==> config.mk <==
export PLATFORM = sky130hd
export DESIGN_NAME = bsw_stopwatch
export DESIGN_NICKNAME = d
export VERILOG_FILES = /design/src/rtl/bsw_pkg.sv /design/src/rtl/bsw_bcd_digit.sv /design/src/rtl/bsw_stopwatch.sv
export SDC_FILE = /design/constraint.sdc
export NUM_CORES = 1
export LEC_CHECK = 0
export CAP_MARGIN = 20
export CORE_UTILIZATION = 60
export CTS_CLUSTER_SIZE = 20
export DETAILED_ROUTE_END_ITERATION = 8
export DONT_BUFFER_PORTS = 1
export GPL_TIMING_DRIVEN = 0
export HOLD_SLACK_MARGIN = 0.15
export PLACE_DENSITY = 0.84
export SLEW_MARGIN = 20
export SYNTH_ARGS = -nofsm -noshare
export SYNTH_HDL_FRONTEND = slang
export SYNTH_SLANG_ARGS = --single-unit
==> constraint.sdc <==
create_clock -name CLK -period 4.5 [get_ports CLK]
set_input_delay 1.35 -clock CLK [delete_from_list [all_inputs] [get_ports CLK]]
set_output_delay 1.35 -clock CLK [all_outputs]
set_load 0.1 [all_outputs]
==> src/rtl/bsw_pkg.sv <==
/*
 * Shared constants and types of the two-digit BCD stopwatch timer:
 * register offsets, bit positions, reset values, step pattern, bus carrier.
 * Assumes a 4-bit register port with an 8-bit address space.
 */
package bsw_pkg;

    localparam int ADDR_W = 8;
    localparam int DATA_W = 4;

    // Register offsets
    localparam logic [ADDR_W-1:0] OFS_HUNDREDTHS = 8'hE2;
    localparam logic [ADDR_W-1:0] OFS_TENTHS     = 8'hE3;
    localparam logic [ADDR_W-1:0] OFS_IRQ_ENABLE = 8'hEA;
    localparam logic [ADDR_W-1:0] OFS_FLAGS      = 8'hEE;
    localparam logic [ADDR_W-1:0] OFS_CONTROL    = 8'hF9;

    // Field positions
    localparam int BIT_TENTH_TICK  = 0;
    localparam int BIT_SECOND_TICK = 1;
    localparam int BIT_SW_CLEAR    = 0;
    localparam int BIT_SW_RUN      = 1;
    localparam int BIT_CT_CLEAR    = 2;

    // Reset values
    localparam logic [3:0] RST_DIGIT  = 4'h0;
    localparam logic [1:0] RST_ENABLE = 2'h0;
    localparam logic [1:0] RST_FLAGS  = 2'h0;
    localparam logic       RST_RUN    = 1'b0;

    // Step pattern in 256 Hz ticks
    localparam logic [1:0] STEP_SHORT     = 2'h2;
    localparam logic [1:0] STEP_LONG      = 2'h3;
    localparam logic [3:0] DIGIT_MAX      = 4'h9;
    localparam logic [3:0] LONG_SLOT      = 4'h8;
    // Tenths values whose hundredths cycle lasts 26 ticks, else 25
    localparam logic [9:0] LONG_TENTHS    = 10'h35A;
    localparam int         TICKS_PER_SEC  = 256;

    typedef enum logic [1:0] {
        ST_STOPPED = 2'b01,
        ST_RUNNING = 2'b10
    } bsw_state_e;

    typedef struct packed {
        logic [ADDR_W-1:0] addr;
        logic [DATA_W-1:0] wdata;
        logic              wr;
        logic              rd;
    } bsw_bus_req_s;

    typedef struct packed {
        logic [3:0] tenths;
        logic [3:0] hundredths;
    } bsw_count_s;

    // Ticks for the step that leaves hundredths value h under tenths t
    function automatic logic [1:0] bsw_step_len(input logic [3:0] h,
                                                input logic [3:0] t);
        logic long_cycle;
        long_cycle = (t <= DIGIT_MAX) ? LONG_TENTHS[t] : 1'b0;
        if (h[0] || (long_cycle && h == LONG_SLOT)) begin
            return STEP_LONG;
        end
        return STEP_SHORT;
    endfunction

endpackage

==> src/rtl/bsw_bcd_digit.sv <==
/*
 * One BCD digit counting 0 to MAX with a synchronous clear.
 * Assumes step and clear are single-cycle levels sampled on clk.
 */
`timescale 1ns/100ps
module bsw_bcd_digit #(
    parameter logic [3:0] MAX = bsw_pkg::DIGIT_MAX
) (
    input  wire logic       clk,
    input  wire logic       reset_n,
    input  wire logic       clear,
    input  wire logic       step,
    output logic [3:0]      value,
    output logic            wrap
);

    if (MAX < 4'h1) begin : g_bad_max
        $error("bsw_bcd_digit: MAX must be at least 1");
    end

    logic [3:0] value_r;
    logic [3:0] value_nxt;

    always_comb begin
        value_nxt = value_r;
        if (clear) begin
            value_nxt = bsw_pkg::RST_DIGIT;
        end else if (step) begin
            value_nxt = (value_r >= MAX) ? 4'h0 : value_r + 4'h1;
        end
    end

    always_ff @(posedge clk or negedge reset_n) begin
        if (!reset_n) begin
            value_r <= bsw_pkg::RST_DIGIT;
        end else begin
            value_r <= value_nxt;
        end
    end

    assign value = value_r;
    assign wrap  = step && !clear && (value_r == MAX);
endmodule

==> src/rtl/bsw_stopwatch.sv <==
/*
 * Two-digit BCD stopwatch timer with overflow flags, masks and interrupt.
 * Assumes TICK_256 is a one-cycle pulse at 256 Hz synchronous to CLK, and
 * a register master that never issues read and write together.
 */
// Implementation choice: the strobed register port.
// Functional notes
// Two cascaded BCD digits 0..9; hundredths from 256 Hz ticks, tenths from its carry.
// Hundredths advance after alternately 2 or 3 ticks, a cycle of 25 or 26 ticks.
// Per tenths cycle four 25-tick and six 26-tick cycles, so the 1 Hz carry is exact.
// A 9-to-0 wrap of each digit sets its overflow flag and raises its event.
// Flags are set on wrap whatever the mask; the mask only gates the request.
// Mask bit 0 enables the 10 Hz interrupt and bit 1 the 1 Hz one, readable and writable.
// Reading the flag register clears both flags; writes to it are ignored.
// Both digits read as 4-bit BCD values and writes to them do nothing.
// Writing 1 to the clear bit zeroes both digits; running goes on from zero, stopped holds.
// Writing 0 to the clear bit does nothing and the bit always reads 0.
// The run bit counts when 1 and freezes the digits when 0, resuming from the held value.
// Initial reset zeroes digits, masks, flags and run bit.
// Software stops the timer to read both digits and restarts within 976 us.
// Software takes care reading flags with interrupts enabled, a set may race the read.
// The interrupt output is high while any flag and its mask bit are both 1.
`timescale 1ns/100ps
module bsw_stopwatch (
    input  wire logic                      CLK,
    input  wire logic                      RESET_N,
    input  wire logic                      TICK_256,
    input  wire bsw_pkg::bsw_bus_req_s     BUS_REQ,
    output logic [bsw_pkg::DATA_W-1:0]     BUS_RDATA,
    output logic                           IRQ
);

    // Bus decode
    logic wr_hund;
    logic wr_tenth;
    logic wr_enable;
    logic wr_flags;
    logic wr_ctrl;
    logic rd_flags;

    assign wr_hund   = BUS_REQ.wr && BUS_REQ.addr == bsw_pkg::OFS_HUNDREDTHS;
    assign wr_tenth  = BUS_REQ.wr && BUS_REQ.addr == bsw_pkg::OFS_TENTHS;
    assign wr_enable = BUS_REQ.wr && BUS_REQ.addr == bsw_pkg::OFS_IRQ_ENABLE;
    assign wr_flags  = BUS_REQ.wr && BUS_REQ.addr == bsw_pkg::OFS_FLAGS;
    assign wr_ctrl   = BUS_REQ.wr && BUS_REQ.addr == bsw_pkg::OFS_CONTROL;
    assign rd_flags  = BUS_REQ.rd && BUS_REQ.addr == bsw_pkg::OFS_FLAGS;

    // Run state
    bsw_pkg::bsw_state_e state_r;
    bsw_pkg::bsw_state_e state_nxt;
    logic                run;
    logic                sw_clear;

    assign sw_clear = wr_ctrl && BUS_REQ.wdata[bsw_pkg::BIT_SW_CLEAR];

    always_comb begin
        state_nxt = state_r;
        case (state_r)
            bsw_pkg::ST_STOPPED: begin
                if (wr_ctrl && BUS_REQ.wdata[bsw_pkg::BIT_SW_RUN]) begin
                    state_nxt = bsw_pkg::ST_RUNNING;
                end
            end
            bsw_pkg::ST_RUNNING: begin
                if (wr_ctrl && !BUS_REQ.wdata[bsw_pkg::BIT_SW_RUN]) begin
                    state_nxt = bsw_pkg::ST_STOPPED;
                end
            end
            default: begin
                state_nxt = bsw_pkg::ST_STOPPED;
            end
        endcase
    end

    always_ff @(posedge CLK or negedge RESET_N) begin
        if (!RESET_N) begin
            state_r <= bsw_pkg::ST_STOPPED;
        end else begin
            state_r <= state_nxt;
        end
    end

    assign run = (state_r == bsw_pkg::ST_RUNNING);

    // Tick divider for the hundredths digit
    logic [1:0] sub_r;
    logic [1:0] sub_nxt;
    logic [1:0] step_len;
    logic       hund_step;
    logic [3:0] hund;
    logic [3:0] tenth;
    logic       hund_wrap;
    logic       tenth_wrap;

    assign step_len  = bsw_pkg::bsw_step_len(hund, tenth);
    assign hund_step = run && TICK_256 && (sub_r == step_len - 2'h1);

    always_comb begin
        sub_nxt = sub_r;
        if (sw_clear) begin
            sub_nxt = 2'h0;
        end else if (run && TICK_256) begin
            sub_nxt = hund_step ? 2'h0 : sub_r + 2'h1;
        end
    end

    always_ff @(posedge CLK or negedge RESET_N) begin
        if (!RESET_N) begin
            sub_r <= 2'h0;
        end else begin
            sub_r <= sub_nxt;
        end
    end

    // Cascaded digits
    bsw_bcd_digit #(
        .MAX     (bsw_pkg::DIGIT_MAX)
    ) u_hundredths (
        .clk     (CLK),
        .reset_n (RESET_N),
        .clear   (sw_clear),
        .step    (hund_step),
        .value   (hund),
        .wrap    (hund_wrap)
    );

    bsw_bcd_digit #(
        .MAX     (bsw_pkg::DIGIT_MAX)
    ) u_tenths (
        .clk     (CLK),
        .reset_n (RESET_N),
        .clear   (sw_clear),
        .step    (hund_wrap),
        .value   (tenth),
        .wrap    (tenth_wrap)
    );

    // Interrupt mask
    logic [1:0] enable_r;

    always_ff @(posedge CLK or negedge RESET_N) begin
        if (!RESET_N) begin
            enable_r <= bsw_pkg::RST_ENABLE;
        end else if (wr_enable) begin
            enable_r <= BUS_REQ.wdata[1:0];
        end
    end

    // Overflow flags, a wrap in the clearing cycle wins
    logic [1:0] flags_r;
    logic [1:0] flags_set;

    assign flags_set = {tenth_wrap, hund_wrap};

    always_ff @(posedge CLK or negedge RESET_N) begin
        if (!RESET_N) begin
            flags_r <= bsw_pkg::RST_FLAGS;
        end else begin
            flags_r <= (rd_flags ? 2'h0 : flags_r) | flags_set;
        end
    end

    assign IRQ = |(flags_r & enable_r);

    // Read data, one cycle after the strobe
    logic [3:0] rdata_nxt;

    always_comb begin
        rdata_nxt = 4'h0;
        if (BUS_REQ.rd) begin
            case (BUS_REQ.addr)
                bsw_pkg::OFS_HUNDREDTHS: rdata_nxt = hund;
                bsw_pkg::OFS_TENTHS:     rdata_nxt = tenth;
                bsw_pkg::OFS_IRQ_ENABLE: rdata_nxt = {2'h0, enable_r};
                bsw_pkg::OFS_FLAGS:      rdata_nxt = {2'h0, flags_r};
                bsw_pkg::OFS_CONTROL:    rdata_nxt = {2'h0, run, 1'b0};
                default:                 rdata_nxt = 4'h0;
            endcase
        end
    end

    always_ff @(posedge CLK or negedge RESET_N) begin
        if (!RESET_N) begin
            BUS_RDATA <= 4'h0;
        end else begin
            BUS_RDATA <= rdata_nxt;
        end
    end

    // Checking helpers
    logic [1:0] chk_ticks_r;
    logic [8:0] chk_sec_r;

    always_ff @(posedge CLK or negedge RESET_N) begin
        if (!RESET_N) begin
            chk_ticks_r <= 2'h0;
        end else if (sw_clear || hund_step) begin
            chk_ticks_r <= 2'h0;
        end else if (run && TICK_256 && chk_ticks_r != 2'h3) begin
            chk_ticks_r <= chk_ticks_r + 2'h1;
        end
    end

    always_ff @(posedge CLK or negedge RESET_N) begin
        if (!RESET_N) begin
            chk_sec_r <= 9'h000;
        end else if (sw_clear || tenth_wrap) begin
            chk_sec_r <= 9'h000;
        end else if (run && TICK_256 && chk_sec_r != 9'h1FF) begin
            chk_sec_r <= chk_sec_r + 9'h001;
        end
    end
endmodule

==> results of run 1 <==
==> cells in the final DEF (no fill, tap or decap), drive strengths merged, types with 2 or more instances in the layout <==
| cell type | synthesis | final |
|---|---|---|
| a21oi | 7 | 7 |
| mux2i | 4 | 4 |
| mux2 | 2 | 2 |
| a22oi | 2 | 2 |
| nand2b | 2 | 2 |
| nand4b | 2 | 2 |
| nor4 | 2 | 2 |
| nor2b | 4 | 4 |
| and3 | 3 | 3 |
| buf | 3 | 3 |
| nand3b | 3 | 3 |
| nor3b | 3 | 3 |
| nand2 | 22 | 22 |
| ha | 6 | 6 |
| o21ai | 9 | 9 |
| nor3 | 3 | 3 |
| nor2 | 8 | 8 |
| dfrtp | 19 | 19 |
| inv | 8 | 8 |
| o31ai | 3 | 3 |
| clkbuf | 0 | 4 |
| a31o | 2 | 2 |
| nand3 | 4 | 4 |
==> where the power goes <==
part | leakage, nW | switching, mW | internal [mW]
combinational | 0.341 | 0.00280 | 0.00273
clock | 0.0210 | 0.0574 | 0.0494
sequential | 0.276 | 0.000671 | 0.181
total | 0.638 | 0.0609 | 0.233
==> sequential cells by signal (all words and copies together) (netlist names) <==
signal	flops
BUS_RDATA	4
enable_r	2
flags_r	2
state_r	2
sub_r	2
u_hundredths.value	4
u_tenths.value	4
==> synth_stat cells (2+ instances only) <==
cell type	n
sky130_fd_sc_hd__a31o_1	2
sky130_fd_sc_hd__nor3_1	2
sky130_fd_sc_hd__inv_1	8
sky130_fd_sc_hd__nor2b_1	4
sky130_fd_sc_hd__nand2_1	21
sky130_fd_sc_hd__dfrtp_1	19
sky130_fd_sc_hd__nand3b_1	3
sky130_fd_sc_hd__a21oi_1	6
sky130_fd_sc_hd__nor3b_1	2
sky130_fd_sc_hd__and3_1	3
sky130_fd_sc_hd__o31ai_1	3
sky130_fd_sc_hd__nand3_1	4
sky130_fd_sc_hd__o21ai_0	5
sky130_fd_sc_hd__o21ai_1	4
sky130_fd_sc_hd__mux2i_1	4
sky130_fd_sc_hd__nor2_1	8
sky130_fd_sc_hd__mux2_1	2
sky130_fd_sc_hd__a22oi_1	2
sky130_fd_sc_hd__nor4_1	2
sky130_fd_sc_hd__buf_2	2
sky130_fd_sc_hd__ha_1	6
==> per-stage QoR <==
stage | hold WS [ns] | setup WS (ns) | instances
floorplan | 0.440 | 1.87 | 137
global placement | 0.457 | 1.69 | 164
detailed placement | 0.465 | 1.66 | 164
CTS | 0.488 | 1.66 | 168
global route | 0.523 | 1.62 | 168
finish | 0.482 | 1.67 | 168
==> kinds of logic after synthesis <==
family | Yosys count | synth area share
adders and majority gates | 6 | 0.0586
DFF | 20 | 0.392
AOI/OAI and AO/OA | 35 | 0.204
xor gates and xnor gates | 1 | 0.00684
buffers and inverters | 11 | 0.0371
muxes | 6 | 0.0489
and+or+nand+nor | 58 | 0.252
==> layout make-up <==
cell class | instances | share of cell area
inverters | 8 | 0.0222
plain buffers | 3 | 0.0130
clock buffers | 4 | 0.0269
well taps | 27 | 0.0250
flip-flops and latches | 20 | 0.372
multi-input cells | 106 | 0.541
==> routing by layer <==
layer  up-vias  global-route usage  routed length, um
met4         0              0.0722                 45
met2        19               0.381               1230
met5         -                   0                  0
met1       502               0.312               1200
li1        506                   -                  -
met3         7              0.0333                 80
==> worst paths after layout <==
path | cells after the start | start | to
max in group asynchronous | 0 | RESET_N | state_r[0]
min | 1 | state_r[1] | state_r[1]
min in group asynchronous | 0 | RESET_N | u_tenths.value[3]
min reg2reg | 1 | state_r[1] | state_r[1]
max | 1 | enable_r[1] | IRQ
max reg2reg | 8 | u_hundredths.value[0] | u_tenths.value[3]
==> results.yml, run 1 <==
status:
  run_status: "completed"
synthesis:
  ys_warn_count: 0
  synth-seq-cells: 20
  synth_cell_area_um2: 1280
  synthDominantAreaCellType: "sky130_fd_sc_hd__dfrtp_1"
  synth_enable_flop_cells: 0
  synth_cells: 137
  postSynth.asyncResetShare: 1.00
  synth.top_cells.by_area: "sky130_fd_sc_hd__dfrtp_1, sky130_fd_sc_hd__nand2_1, sky130_fd_sc_hd__ha_1"
  post-synth-top-area-fraction: 0.371
  sequential_share_of_the_synthesized_area: 0.392
  synth-main-ff-cell: "sky130_fd_sc_hd__dfrtp_1"
  synth_cell_types: 46
  syn_area_per_cell_um2: 9.34
  synth.net_count: 160
layout:
  antenna-diode-count: 0
  finalInstanceArea_um2: 1350
  finalCoreUtilization: 0.681
  multi_input_comb_area_um2: 731
  layout.filler_cells: 155
  area_delta_synth_final_pct: 5.47
  final-seq-area_um2: 502
  layout-drive-gt1-share: 0.106
  final_net_count: 165
pwr:
  power_density_nw_per_um2: 218
  power.leakage_nw: 0.638
  ir_worst_vdd_uv: 156
  fin_total_pwr_mw: 0.294
sta:
  finClkSkew_ns: 0.000867
  maxSlewViolCount: 0
  timing.slew.headroom: 0.366
  achievable-frequency_mhz: 353
  final-setup-viol-count: 0
  post-route-min-period_ns: 2.83
  max_slew.worst_pin.slew_ns: 0.954
  post-route-period-util: 0.629
  timing_hold_violations_final: 0
  setup_total_negative_slack_ns: 0
  unrepaired_setup_endpoints_after_global_routing: "no"
critical_path:
  startpoint_type: "flop"
  setup.reg_to_reg.worst_slack_ns: 2.45
  arrival_ns: 1.48
  timing.setup.critical_path_class: "reg2out"
  path_cells: "a22o_1"
  cp.required_ns: 3.15
  crit_fanout: 3
  sort_of_element_at_the_end_of_the_critical_path: "primary output"
  critical-path-top-delay-family: "compound AO/OA/AOI/OAI gates"
  critical-path-slowest-cell: "sky130_fd_sc_hd__a22o_1"
  critical-path-max-stage-delay_ns: 0.79
  worstPathBufferInverterCount: 0
global_route:
  overflow: 0
  grt_max_degree: 21
  grt_antenna_before_repair: 0
  grt_pass1_vias: 925
  track_usage: 0.231
  grt_pass1_wl_mm: 3.80
clock_tree:
  cts-resized-gates: 0
  clock_sinks: 20
  cts-htree-levels: 1
  cts.clk_slew.worst_paths_ns: 0.11
  cts_inserted_buffers: 3
  cts_setup_buffers: 0
  cts_hold_repair.buffers: 0
  worst_skew_pair.late_latency_ns: 0.30
  tritoncts_clock_tree: "built"
  maximum_root_to_sink_buffer_count: 2
  cts.root.buffer_cell: "sky130_fd_sc_hd__clkbuf_4"
floorplanning:
  chipHeight_um: 48.2
  die_w_um: 48.2
  start_util: 0.646
  dieArea_um2: 2320
  row_count: 16
  design.portCount: 22
  coreArea_um2: 1980
job:
  drv.max_cap_violation_count: 0
detailed_routing:
  route.vias.total: 1034
  post_drt_via_cell_ratio: 6.15
  wire_length_after_detailed_routing_mm: 2.55
  dr.first_iter.drc_count: 47
  routedWlPerCell_um: 15.2
  first_pass_iters: 4
  route.detailed.drc: 0
  antenna_left: 0
placement:
  place_area_um2: 1310
  finalWeightedCongestion: 0.843
  portBuffers: 0
  place_hpwl_mm: 1.91
min_path:
  hold_path_class: "reg2reg"
No activity file was read; power rests on OpenSTA's default activity.
==> inputs of run 2 (changes only) <==
--- a/config.mk
+++ b/config.mk
@@ -6,13 +6,14 @@
 export NUM_CORES = 1
 export LEC_CHECK = 0
 export CAP_MARGIN = 20
-export CORE_UTILIZATION = 60
+export CORE_ASPECT_RATIO = 0.6
+export CORE_UTILIZATION = 56
 export CTS_CLUSTER_SIZE = 20
 export DETAILED_ROUTE_END_ITERATION = 8
 export DONT_BUFFER_PORTS = 1
 export GPL_TIMING_DRIVEN = 0
 export HOLD_SLACK_MARGIN = 0.15
-export PLACE_DENSITY = 0.84
+export PLACE_DENSITY = 0.82
 export SLEW_MARGIN = 20
 export SYNTH_ARGS = -nofsm -noshare
 export SYNTH_HDL_FRONTEND = slang
==> constraint.sdc (replaced) <==
create_clock -name CLK -period 2.4 [get_ports CLK]
set_input_delay 0.72 -clock CLK [delete_from_list [all_inputs] [get_ports CLK]]
set_output_delay 0.72 -clock CLK [all_outputs]
set_load 0.1 [all_outputs]
==> run 2 against run 1 <==
Compared with the run above:
- non-clock buffer count grew 1
- first-iteration DRC count grew 83%
- hold slack lost 0.19 ns
- worst setup slack lost 1.5 ns
- design area grew 1.5%
- core utilization grew 0.49 points
- global-route usage grew 3.8 points
- register-to-register slack lost 2.2 ns
- final cell count grew 1.2%
- sequential share of layout area shrank 0.54 points
- highest routed layer unchanged
==> results.yml, run 2 (same netlist as run 1, synthesis figures left out) <==
status:
  run_status: "completed"
floorplanning:
  die_w_um: 63.7
  coreArea_um2: 2000
  chipHeight_um: 39.0
  design.portCount: 22
  row_count: 12
  start_util: 0.641
  dieArea_um2: 2490
sta:
  setup_total_negative_slack_ns: 0
  postLayoutSetupSlackWorst_ns: 0.208
  post-route-min-period_ns: 2.19
  achievable-frequency_mhz: 456
  max_slew.worst_pin.slew_ns: 0.981
  final-setup-viol-count: 0
  worst_hold_slack_after_final_layout_ns: 0.293
  post-route-period-util: 0.913
  timing_hold_violations_final: 0
  maxSlewViolCount: 0
  timing.slew.headroom: 0.348
  unrepaired_setup_endpoints_after_global_routing: "no"
  finClkSkew_ns: 0.00910
clock_tree:
  cts_inserted_buffers: 3
  tritoncts_clock_tree: "built"
  cts-resized-gates: 0
  cts-htree-levels: 1
  cts_setup_buffers: 0
  maximum_root_to_sink_buffer_count: 2
  cts.clk_slew.worst_paths_ns: 0.07
  cts.root.buffer_cell: "sky130_fd_sc_hd__clkbuf_8"
  clock_sinks: 20
  worst_skew_pair.late_latency_ns: 0.27
critical_path:
  worstPathBufferInverterCount: 0
  cp.required_ns: 1.68
  critical-path-top-delay-family: "compound AO/OA/AOI/OAI gates"
  timing.setup.critical_path_class: "reg2out"
  startpoint_type: "flop"
  arrival_ns: 1.47
  crit_fanout: 3
  path_cells: "a22o_1"
  critical-path-max-stage-delay_ns: 0.81
  sort_of_element_at_the_end_of_the_critical_path: "primary output"
  critical-path-slowest-cell: "sky130_fd_sc_hd__a22o_1"
pwr:
  combinationalPowerShare: 0.029
  power.share.clock: 0.397
  power.leakage_nw: 0.644
  switchingPower_mw: 0.130
  switching_portion_of_total_power: 0.219
  ir_worst_vdd_uv: 257
  internal_power_mw: 0.463
  sequential_share_of_power: 0.574
  power_density_nw_per_um2: 433
  fin_total_pwr_mw: 0.593
job:
  drv.max_cap_violation_count: 0
placement:
  portBuffers: 0
  place_ws_ns: 0.177
  place_hpwl_mm: 2.25
  finalWeightedCongestion: 0.848
layout:
  final-seq-area_um2: 502
  final_net_count: 166
  layout-drive-gt1-share: 0.0986
  most_frequent_standard_cell_in_the_layout_excluding_fill_and_tap_cells: "sky130_fd_sc_hd__nand2_1"
  multi_input_comb_area_um2: 731
  finalCoreUtilization: 0.686
  antenna-diode-count: 0
  area_delta_synth_final_pct: 7.04
  layout.filler_cells: 156
  most-common-layout-cells: "sky130_fd_sc_hd__nand2_1, sky130_fd_sc_hd__dfrtp_1, sky130_fd_sc_hd__inv_1, sky130_fd_sc_hd__nor2_1"
detailed_routing:
  route.detailed.drc: 0
  routedWlPerCell_um: 17.0
  antenna_left: 0
  wire_length_after_detailed_routing_mm: 2.90
  route.vias.total: 1079
  dr.first_iter.drc_count: 86
  post_drt_via_cell_ratio: 6.35
  first_pass_iters: 4
global_route:
  track_usage: 0.270
  grt_antenna_before_repair: 0
  grt_max_degree: 20
  grt_pass1_vias: 967
  grt_pass1_wl_mm: 4.65
  overflow: 0
min_path:
  hold_path_class: "in2async"
==> run 2: cell count changes in the layout (fill, tap and decap cells not counted), sizes merged <==
cell / before / now
dlygate4sd3: 0 / 1
==> run 2: area by class of cell <==
cell class / instances / share of cell area
clock buffer: 4 / 0.0329
sequential: 20 / 0.366
inverter: 8 / 0.0219
multi-input combinational: 106 / 0.533
tap: 28 / 0.0256
timing repair buffer: 1 / 0.00731
buffer: 3 / 0.0128
==> run 2: timing repair <==
action                                 in CTS  in global routing
hold buffers                                1                  0
setup endpoints to repair                   0                  0
endpoints found under the hold margin      19                  0
==> run 2: stage by stage <==
step	instances	cell area, um^2
after floorplan	137	1280
after global placement	165	1320
after detailed placement	165	1320
after CTS	170	1370
after global routing	170	1370
final	170	1370
==> run 2: final timing paths <==
path	start	end	slack, ns	cells after the start
max	enable_r[1]	IRQ	0.21	1
min	RESET_N	state_r[0]	0.29	0
max reg2reg	u_hundredths.value[0]	u_hundredths.value[2]	0.28	8
min reg2reg	state_r[1]	state_r[1]	0.46	1
max in group asynchronous	RESET_N	enable_r[1]	0.86	1
min in group CLK	state_r[1]	state_r[1]	0.46	1
==> run 2: power groups by stage <==
stage | combinational [mW] | sequential [mW] | clock, mW
finish | 0.0174 | 0.340 | 0.235
global route | 0.0195 | 0.340 | 0.243
CTS | 0.0176 | 0.340 | 0.235
detailed placement | 0.0100 | 0.347 | 0
global placement | 0.00964 | 0.346 | 0
floorplan | 0.00882 | 0.346 | 0
==> run 2: per-layer routing <==
metal  vias to the layer above  global-route usage  part of all wire
met1                       519               0.335              0.45
met5                         -                   0                 0
met4                         0               0.136             0.021
met3                         7              0.0529             0.062
met2                        43               0.460              0.47
li1                        510                   -                 -
